**src/inc/odpp_pkg.sv**
```systemverilog
// Package of constants and carrier types for the open-drain port pair
package odpp_pkg;
	// Data-memory and register-file addresses
	localparam logic [6:0] QUAD_DATA_ADDR = 7'h73;
	localparam logic [6:0] PAIR_DATA_ADDR = 7'h6F;
	localparam logic [6:0] PAIR_DIR_ADDR = 7'h32;
	localparam logic [6:0] QUAD_DIR_ADDR = 7'h33;
	localparam logic [6:0] SERIAL_CTRL_ADDR = 7'h0A;
	localparam logic [6:0] TIMER_CTRL_ADDR = 7'h12;
	// Field positions
	localparam int TAKEOVER_BIT = 0;
	localparam int SCK_PIN = 0;
	localparam int SO_PIN = 1;
	localparam int SI_PIN = 2;
	localparam int TMR_PIN = 3;
	localparam int REF_PIN = 1;
	// Reset values and the pair high-bit read value
	localparam logic [3:0] QUAD_LATCH_RST = 4'h0;
	localparam logic [3:0] QUAD_DIR_RST = 4'h0;
	localparam logic [1:0] PAIR_LATCH_RST = 2'h0;
	localparam logic [1:0] PAIR_DIR_RST = 2'h0;
	localparam logic TOGGLE_RST = 1'b1;
	localparam logic [3:0] PAIR_HIGH_READ = 4'h0;
	// Reference selections below this value keep the pin as a port
	localparam logic [3:0] REF_EXTERNAL_SEL = 4'h8;

	// One core access to data memory or the register file
	typedef struct packed {
		logic wr;
		logic rd_rf;
		logic rd_dm;
		logic [6:0] addr;
		logic [3:0] wdata;
	} odpp_access_type;

	// Signals from the serial and timer blocks
	typedef struct packed {
		logic sck_out;
		logic sck_internal;
		logic so_out;
		logic timer_reset;
		logic timer_match;
	} odpp_alt_type;
endpackage

```
**src/core/odpp_toggle.sv**
```systemverilog
// Timer toggle output flip-flop
`timescale 1ns/10ps
module odpp_toggle (
	// System
	input wire logic clock,
	input wire logic sys_rst,
	// Timer events
	input wire logic timer_reset,
	input wire logic timer_match,
	// Toggle level
	output logic toggle_out
);
	logic toggle_reg;
	logic toggle_next;

	assign toggle_next = timer_reset ? 1'b1 : (timer_match ? ~toggle_reg : toggle_reg);

	always_ff @(posedge clock) begin
		if (sys_rst) begin
			toggle_reg <= odpp_pkg::TOGGLE_RST;
		end else begin
			toggle_reg <= toggle_next;
		end
	end

	assign toggle_out = toggle_reg;
endmodule

```
**src/core/odpp_pin_drive.sv**
```systemverilog
// Open-drain low-side driver for one pin group
`timescale 1ns/10ps
module odpp_pin_drive #(
	parameter int W = 4
) (
	// System
	input wire logic clock,
	input wire logic sys_rst,
	// Drive request
	input wire logic [W-1:0] drive_en,
	input wire logic [W-1:0] drive_val,
	// Pin side
	output logic [W-1:0] pin_out,
	output logic [W-1:0] pin_oe_n
);
	logic [W-1:0] oe_n_next;

	assign oe_n_next = ~(drive_en & ~drive_val);

	always_ff @(posedge clock) begin
		if (sys_rst) begin
			pin_oe_n <= '1;
		end else begin
			pin_oe_n <= oe_n_next;
		end
	end

	assign pin_out = '0;
endmodule

```
**src/core/odpp_port_pair.sv**
```systemverilog
// Open-drain quad port and pair port with shared-pin selection
//
// Summary of operation
// - Quad port latch at data address 73H
// - Pins are open-drain, pull low only
// - Direction 0 makes input, read pin
// - Direction 1 drives latch, reads latch
// - Reset clears quad direction and latch
// - Direction change keeps latch value
// - Serial enable takes pins zero to two
// - Timer select takes pin three
// - Timer output set, toggles on match
// - Alternate-mode reads per pin function
// - Pair port latch at address 6FH
// - Pair direction bits at 32H
// - Pair port reads always pin levels
// - Reset clears pair direction and latch
// - Pair bits two, three ignored, zero
// - Input-mode pair writes are ignored
// - Reference select takes pair pin one
`timescale 1ns/10ps
module odpp_port_pair (
	// System
	input wire logic clock,
	input wire logic sys_rst,
	// Core access
	input wire odpp_pkg::odpp_access_type acc,
	output logic [3:0] rdata,
	// Serial, timer and comparator
	input wire odpp_pkg::odpp_alt_type alt,
	input wire logic [3:0] comparator_reference_select,
	input wire logic so_latch_load,
	output logic serial_data_in,
	output logic ext_sck_in,
	output logic reference_pin_selected,
	// Quad pins
	input wire logic [3:0] quad_pin_in,
	output logic [3:0] quad_pin_out,
	output logic [3:0] quad_pin_oe_n,
	// Pair pins
	input wire logic [1:0] pair_pin_in,
	output logic [1:0] pair_pin_out,
	output logic [1:0] pair_pin_oe_n
);
	logic [3:0] quad_latch_reg;
	logic [3:0] quad_latch_next;
	logic [3:0] quad_dir_reg;
	logic [3:0] quad_dir_next;
	logic [1:0] pair_latch_reg;
	logic [1:0] pair_latch_next;
	logic [1:0] pair_dir_reg;
	logic [1:0] pair_dir_next;
	logic serial_take_reg;
	logic serial_take_next;
	logic timer_take_reg;
	logic timer_take_next;
	logic [3:0] rdata_next;
	logic toggle_level;
	logic ref_sel_reg;
	logic wire_ref_sel;

	function automatic logic hit(input odpp_pkg::odpp_access_type a, input logic [6:0] addr);
		hit = a.wr && (a.addr == addr);
	endfunction

	function automatic logic dm_rd(input odpp_pkg::odpp_access_type a, input logic [6:0] addr);
		dm_rd = a.rd_dm && (a.addr == addr);
	endfunction

	function automatic logic rf_rd(input odpp_pkg::odpp_access_type a, input logic [6:0] addr);
		rf_rd = a.rd_rf && (a.addr == addr);
	endfunction

	wire wr_quad = hit(acc, odpp_pkg::QUAD_DATA_ADDR);
	wire wr_pair = hit(acc, odpp_pkg::PAIR_DATA_ADDR);
	wire wr_qdir = hit(acc, odpp_pkg::QUAD_DIR_ADDR);
	wire wr_pdir = hit(acc, odpp_pkg::PAIR_DIR_ADDR);
	wire wr_sio = hit(acc, odpp_pkg::SERIAL_CTRL_ADDR);
	wire wr_tmr = hit(acc, odpp_pkg::TIMER_CTRL_ADDR);
	wire rd_quad = dm_rd(acc, odpp_pkg::QUAD_DATA_ADDR);
	wire rd_pair = dm_rd(acc, odpp_pkg::PAIR_DATA_ADDR);
	wire rd_qdir = rf_rd(acc, odpp_pkg::QUAD_DIR_ADDR);
	wire rd_pdir = rf_rd(acc, odpp_pkg::PAIR_DIR_ADDR);
	wire rd_sio = rf_rd(acc, odpp_pkg::SERIAL_CTRL_ADDR);
	wire rd_tmr = rf_rd(acc, odpp_pkg::TIMER_CTRL_ADDR);

	// direction never touches latch
	// Serial shifting rewrites the data-out latch bit, so it must be refreshed afterwards
	assign quad_latch_next = wr_quad ? acc.wdata :
		{quad_latch_reg[3:2], so_latch_load ? alt.so_out : quad_latch_reg[1], quad_latch_reg[0]};
	assign quad_dir_next = wr_qdir ? acc.wdata : quad_dir_reg;
	assign pair_latch_next = wr_pair ?
		((acc.wdata[1:0] & pair_dir_reg) | (pair_latch_reg & ~pair_dir_reg)) : pair_latch_reg;
	assign pair_dir_next = wr_pdir ? acc.wdata[1:0] : pair_dir_reg;
	assign serial_take_next = wr_sio ? acc.wdata[odpp_pkg::TAKEOVER_BIT] : serial_take_reg;
	assign timer_take_next = wr_tmr ? acc.wdata[odpp_pkg::TAKEOVER_BIT] : timer_take_reg;

	always_ff @(posedge clock) begin
		if (sys_rst) begin
			quad_latch_reg <= odpp_pkg::QUAD_LATCH_RST;
			quad_dir_reg <= odpp_pkg::QUAD_DIR_RST;
			pair_latch_reg <= odpp_pkg::PAIR_LATCH_RST;
			pair_dir_reg <= odpp_pkg::PAIR_DIR_RST;
			serial_take_reg <= 1'b0;
			timer_take_reg <= 1'b0;
			rdata <= 4'h0;
			ref_sel_reg <= 1'b0;
		end else begin
			quad_latch_reg <= quad_latch_next;
			quad_dir_reg <= quad_dir_next;
			pair_latch_reg <= pair_latch_next;
			pair_dir_reg <= pair_dir_next;
			serial_take_reg <= serial_take_next;
			timer_take_reg <= timer_take_next;
			rdata <= rdata_next;
			ref_sel_reg <= wire_ref_sel;
		end
	end

	odpp_toggle u_toggle (
		.clock(clock),
		.sys_rst(sys_rst),
		.timer_reset(alt.timer_reset),
		.timer_match(alt.timer_match),
		.toggle_out(toggle_level)
	);

	wire sck_drive = alt.sck_internal;
	wire [3:0] alt_en = {timer_take_reg, serial_take_reg & 1'b0, serial_take_reg,
		serial_take_reg & sck_drive};
	wire [3:0] alt_val = {toggle_level, 1'b0, alt.so_out, alt.sck_out};
	wire [3:0] alt_own = {timer_take_reg, {3{serial_take_reg}}};
	wire [3:0] quad_en = (alt_own & alt_en) | (~alt_own & quad_dir_reg);
	wire [3:0] quad_val = (alt_own & alt_val) | (~alt_own & quad_latch_reg);

	assign wire_ref_sel = comparator_reference_select >= odpp_pkg::REF_EXTERNAL_SEL;
	wire [1:0] pair_en = pair_dir_reg & {~wire_ref_sel, 1'b1};

	odpp_pin_drive #(.W(4)) u_quad_drv (
		.clock(clock),
		.sys_rst(sys_rst),
		.drive_en(quad_en),
		.drive_val(quad_val),
		.pin_out(quad_pin_out),
		.pin_oe_n(quad_pin_oe_n)
	);
	odpp_pin_drive #(.W(2)) u_pair_drv (
		.clock(clock),
		.sys_rst(sys_rst),
		.drive_en(pair_en),
		.drive_val(pair_latch_reg),
		.pin_out(pair_pin_out),
		.pin_oe_n(pair_pin_oe_n)
	);

	// alternate read sources
	// Data-out read is undefined; the latch is returned
	wire [3:0] alt_rd_latch = {1'b1, 1'b0, 1'b1, sck_drive};
	wire [3:0] rd_latch = (alt_own & alt_rd_latch) | (~alt_own & quad_dir_reg);
	wire [3:0] quad_rd = (rd_latch & quad_latch_reg) | (~rd_latch & quad_pin_in);
	wire [3:0] pair_rd = {odpp_pkg::PAIR_HIGH_READ[3:2], pair_pin_in};

	assign rdata_next =
		rd_quad ? quad_rd :
		rd_pair ? pair_rd :
		rd_qdir ? quad_dir_reg :
		rd_pdir ? {2'h0, pair_dir_reg} :
		rd_sio ? {3'h0, serial_take_reg} :
		rd_tmr ? {3'h0, timer_take_reg} :
		4'h0;

	always_ff @(posedge clock) begin
		if (sys_rst) begin
			serial_data_in <= 1'b0;
			ext_sck_in <= 1'b0;
			reference_pin_selected <= 1'b0;
		end else begin
			serial_data_in <= quad_pin_in[odpp_pkg::SI_PIN];
			ext_sck_in <= quad_pin_in[odpp_pkg::SCK_PIN];
			reference_pin_selected <= ref_sel_reg;
		end
	end
endmodule

```
**config.mk**
```make
export PLATFORM = sky130hd
export DESIGN_NAME = odpp_port_pair
export DESIGN_NICKNAME = d
export VERILOG_FILES = /design/src/inc/odpp_pkg.sv /design/src/core/odpp_toggle.sv /design/src/core/odpp_pin_drive.sv /design/src/core/odpp_port_pair.sv
export SDC_FILE = /design/constraint.sdc
export NUM_CORES = 1
export LEC_CHECK = 0
export ABC_AREA = 1
export BUFFER_PORTS_ARGS = -buffer_cell sky130_fd_sc_hd__clkbuf_2
export CORE_MARGIN = 5
export CORE_UTILIZATION = 33
export DETAILED_ROUTE_END_ITERATION = 7
export HOLD_SLACK_MARGIN = 0.03
export PLACE_DENSITY = 0.55
export SETUP_SLACK_MARGIN = 0.5
export SYNTH_ARGS = -nofsm -noshare
export SYNTH_HDL_FRONTEND = slang
export SYNTH_SLANG_ARGS = --single-unit
```
**constraint.sdc**
```tcl
create_clock -name clock -period 2.8 [get_ports clock]
set_clock_uncertainty 0.15 [all_clocks]
set_input_delay 0.56 -clock clock [delete_from_list [all_inputs] [get_ports clock]]
set_output_delay 0.56 -clock clock [all_outputs]
set_load 0.05 [all_outputs]
```
==> flow_summary.ini, run 1 <==
[timing]
max_freq_mhz = 636
holdWs_ns = 0.255
rsz0062_at_grt = false
maxSlewHeadroom_pct = 65.8
fin_crit_sh_pct = 56.2
setup_tns_ns = 0
max_slew.worst_pin.slew_ns = 0.513
setup_viol_count_final = 0
hold_viol = 0
worst_slack_ns = 1.23
finalMaxSlewViolations = 0
fin_crit_ns = 1.57

[worst_setup_path]
worstPathCellList = clkbuf_2
arrival_ns = 0.86
slowest_stage = dfxtp_1
r2r-start = serial_take_reg$_SDFFE_PP0P_
required_ns = 2.09
end_kind = output pin
crit_buf_inv = 1
worstSetupPathType = flop to output pin
startpoint_type = flop
r2r-end = rdata[0]$_SDFF_PP0_
slowest_delay_ns = 0.32
reg2reg_slack_ns = 1.54
path_max_fanout = 1
reg2reg_depth = 4
critPathTopFamily = flip-flops

[place]
placed_area_sq_um = 1590
place_hpwl_um = 2440
portBuffers = 41
gp_congestion = 0.803
dp_slack_ns = 1.04

[clocking]
post_cts_buffers = 0
max-clock-path-buffers = 2
ctsHoldBuffers = 0
cts_tree = yes
numClockSinks = 29
cts_buffers = 5
clk_pin_slew_ns = 0.07
cts_resized = 0
clock_latency_ns = 0.28
root_buffer = clkbuf_8
ctsHtreeMaxLevel = 2

[die]
core_area_sq_um = 3970
io_pins = 51
dieWidth_um = 74.0
die-area_sq_um = 5470
dieHeight_um = 74.0
start_util_pct = 34.0
row_count = 23

[cells_and_area]
num_antenna_cells = 0
fin_area_sq_um = 1680
syn_to_final_growth_pct = 24.2
final_layout_size_suffix_gt1_share_pct = 25.4
nNetsFinal = 271

[routing]
drtAntennaViolNets = 0
wl_um = 3120
initialDrtViolationCount = 31
drc = 0
vias = 1244
vias_per_cell = 4.29
wl_per_cell_um = 10.8
firstDrtPassIters = 4

[synthesis]
synth_area_sq_um = 1350
synth.distinct_cells = 24
synth-seq-area-share_pct = 43.0
yosys_warnings = 0
syn_area_per_cell_sq_um = 7.00
syn_inst = 193
ys_seq_elements = 29

[min_path]
min_path_cells = 2
min_from = ref_sel_reg$_SDFF_PP0_
holdPathEnd = reference_pin_selected$_SDFF_PP0_
min_path_type = flop to flop

[power]
ir_drop_mv = 0.257
leakagePower_nw = 0.754
p_per_area_nw_per_um2 = 507

[job]
maxCapViolCount = 0

[global_routing]
antenna_found_initial = 0
grt_first_pass_wirelength_um = 5150
gr-total-overflow = 0
grt_max_degree = 19
grt_pass1_vias = 1208
grt_usage_pct = 12.4

[outcome]
status = complete, no violations
==> worst max path at each step <==
| stage | startpoint | end | slack, ns | cells past startpoint |
|---|---|---|---|---|
| global placement | acc[6] | quad_dir_reg[1]$_SDFFE_PP0P_ | 1.05 | 7 |
| global route | u_pair_drv.pin_oe_n[1]$_SDFF_PP1_ | pair_pin_oe_n[1] | 1.19 | 1 |
| detailed placement | acc[6] | quad_dir_reg[1]$_SDFFE_PP0P_ | 1.04 | 7 |
| CTS | u_pair_drv.pin_oe_n[1]$_SDFF_PP1_ | pair_pin_oe_n[1] | 1.21 | 1 |
| floorplan | acc[7] | rdata[0]$_SDFF_PP0_ | 1.33 | 8 |
| finish | u_pair_drv.pin_oe_n[1]$_SDFF_PP1_ | pair_pin_oe_n[1] | 1.23 | 1 |
==> stage by stage <==
stage          utilization [%]  instances  total power (W)
2_1_floorplan                -        198         0.000493
3_3_place_gp              40.1        282         0.000523
3_5_place_dp              40.1        282         0.000524
4_1_cts                   42.2        290         0.000861
5_1_grt                   42.2        290         0.000891
6_report                  42.2        290         0.000851
==> layout by cell type, fill, tap and decap left out, types with 2 or more instances in the layout <==
cell type / count
o211ai_1: 4
inv_2: 2
dfxtp_1: 29
nand3_1: 14
conb_1: 6
nand2_1: 30
clkbuf_2: 41
inv_1: 33
clkbuf_8: 5
a21oi_1: 18
clkinv_2: 2
o21ai_0: 16
nand4_1: 2
o21ai_1: 4
nor2_1: 19
nor2_2: 5
==> kinds of logic (layout without fill, tap and decap cells) <==
| group | count (synthesis) | in the layout | synth area share, % |
|---|---|---|---|
| and+or+nand+nor | 73 | 73 | 23.7 |
| other | 1 | 6 | 0.278 |
| AOI/OAI and AO/OA | 47 | 47 | 19.4 |
| DFF | 29 | 29 | 43.0 |
| buffers and inverters | 43 | 85 | 13.7 |
==> final cells by class <==
| cell class | count | area (sq um) |
|---|---|---|
| fill | 438 | 2290 |
| multi-input combinational | 126 | 604 |
| sequential | 29 | 581 |
| timing repair buffer | 42 | 213 |
| inverter | 35 | 131 |
| clock buffer | 5 | 68.8 |
| tap | 50 | 62.6 |
| clock inverter | 3 | 17.5 |
==> layer usage <==
metal | vias up | wire (um) | track usage [%]
met5 | - | 0 | 0
met4 | 0 | 48 | 4.02
met3 | 7 | 260 | 5.41
met2 | 34 | 1380 | 20.8
met1 | 504 | 1430 | 14.3
li1 | 699 | - | -
==> cell usage after synthesis (all sizes together) <==
cell	number	share of area, %
nand4	2	0.93
a21oi	19	7.3
conb	1	0.28
o22ai	1	0.46
clkbuf	1	0.28
nor2	25	8.4
nor3	1	0.37
dfxtp	29	43
o211ai	5	3.1
nand2	31	8.8
a31oi	1	0.46
buf	7	3.7
nand3	14	5.2
inv	35	9.7
o21ai	20	7.4
a211oi	1	0.56
==> where the power goes <==
group | switching, W | internal (W)
Combinational | 0.0000665 | 0.0000276
Clock | 0.000166 | 0.000171
Sequential | 0.00000183 | 0.000418
No activity file was read; power rests on OpenSTA's default activity.
==> run 2: changes to the inputs <==
Clock period 2.8 ns to 1.6 ns, I/O delays scaled along.
==> flow_summary.ini, run 2 (synthesis gave the netlist of run 1 again) <==
[timing]
setup_tns_ns = 0
fin_crit_ns = 1.24
finalMaxSlewViolations = 0
fin_crit_sh_pct = 77.4
hold_viol = 0
rsz0062_at_grt = true
max_freq_mhz = 808
setup_viol_count_final = 0

[worst_setup_path]
startpoint_type = flop
worstSetupPathType = flop to output pin
reg2reg_depth = 5
end_kind = output pin
arrival_ns = 0.77
slowest_stage = dfxtp_2
crit_buf_inv = 1
critPathTopFamily = flip-flops
path_max_fanout = 1
required_ns = 1.13
worstPathCellList = clkbuf_16
r2r-end = rdata[1]$_SDFF_PP0_
r2r-start = serial_take_reg$_SDFFE_PP0P_
slowest_delay_ns = 0.33
reg2reg_slack_ns = 0.45

[global_routing]
antenna_found_initial = 0
grt_max_degree = 19
grt_usage_pct = 12.8
gr-total-overflow = 0
grt_first_pass_wirelength_um = 5380
grt_pass1_vias = 1259

[routing]
wl_per_cell_um = 12.0
vias = 1358
drc = 0
vias_per_cell = 4.63
wl_um = 3530
initialDrtViolationCount = 47
drtAntennaViolNets = 0
firstDrtPassIters = 4

[cells_and_area]
fillers = 384
multiInputGateArea_sq_um = 805
final_common_cell = inv_1
layout_common_cells = inv_1 (26), clkbuf_2 (21), nand2_1 (20), a21oi_1 (16), dfxtp_1 (16)
num_antenna_cells = 0
seq_area_sq_um = 599
syn_to_final_growth_pct = 63.0
stdcell_count = 293
final_layout_size_suffix_gt1_share_pct = 48.1
nNetsFinal = 274

[clocking]
cts_buffers = 5
root_buffer = clkbuf_8
ctsHtreeMaxLevel = 2
numClockSinks = 29
cts_tree = yes
clk_pin_slew_ns = 0.06
clock_latency_ns = 0.27
max-clock-path-buffers = 2

[place]
portBuffers = 41
place_hpwl_um = 2520
dp.cells = 283
gp_congestion = 0.830

[min_path]
min_path_type = input pin to flop
min_path_cells = 2
min_from = alt[0]
holdPathEnd = u_toggle.toggle_out$_SDFFE_PP1P_

[die]
dieHeight_um = 74.0
start_util_pct = 34.0
dieWidth_um = 74.0
core_area_sq_um = 3970
io_pins = 51
row_count = 23
die-area_sq_um = 5470

[job]
maxCapViolCount = 0

[power]
ir_drop_mv = 0.440
leakagePower_nw = 0.911
p_per_area_nw_per_um2 = 801

[outcome]
status = complete, no violations
run 2: cell types whose count changed in the layout (fill, tap and decap cells not counted), sizes merged:
cell	change
buf	+18
clkbuf	-13
clkinvlp	-1
inv	-2
bufinv	+1
run 2: worst reg2reg max path: stages, from the launching register on:
cell and delay, ns:
dfxtp_4 0.37, inv_2 0.09, a21oi_1 0.08, o21ai_2 0.12, nand2_1 0.05, a31oi_1 0.19
run 2: final cells by class:
class / count / share of cell area (%)
multi-input combinational: 126 / 36.5
tap: 50 / 2.84
timing repair buffer: 45 / 20.7
sequential: 29 / 27.2
clock inverter: 1 / 1.36
inverter: 35 / 7.44
clock buffer: 7 / 3.92
run 2: worst max path at each step:
| stage | depth (start not counted) | from | end |
|---|---|---|---|
| after floorplan | 8 | acc[6] | quad_latch_reg[1]$_SDFFE_PP0P_ |
| after global placement | 7 | acc[6] | quad_dir_reg[1]$_SDFFE_PP0P_ |
| after detailed placement | 7 | acc[6] | quad_dir_reg[3]$_SDFFE_PP0P_ |
| after CTS | 1 | rdata[2]$_SDFF_PP0_ | rdata[2] |
| after global routing | 1 | rdata[1]$_SDFF_PP0_ | rdata[1] |
| final | 1 | rdata[1]$_SDFF_PP0_ | rdata[1] |
run 2: routing by layer:
metal	GRT usage [%]	share of wire, %	routed length, um	up-vias
met2	20.9	48	1700	32
li1	-	-	-	709
met5	0	0	0	-
met4	4.23	1.3	47	0
met1	15.7	44	1540	610
met3	4.46	6.5	230	7
run 2: power by group:
part           total, W  switching (W)  internal [W]
clock network  0.000782       0.000275      0.000507
logic          0.000246       0.000154     0.0000927
registers      0.000736     0.00000521      0.000731
run 2: repair_timing:
item	4_1_cts	5_1_grt
hold buffers	0	0
setup endpoints to repair	30	32
pin swaps	20	11
gates resized for setup	77	50
buffers inserted	0	2
hold endpoints to repair	0	0
run 2: metrics by stage:
step	instance area [sq um]	utilization, %	setup slack [ns]	power (W)	hold slack (ns)
after detailed placement	1650	41.6	0.0270	0.000934	0.245
final	2200	55.5	0.362	0.00176	0.0852
after global placement	1650	41.6	0.0482	0.000933	0.245
after floorplan	1420	-	0.393	0.000874	0.238
after CTS	2070	52.2	0.352	0.00175	0.0816
after global routing	2200	55.5	0.339	0.00182	0.0851
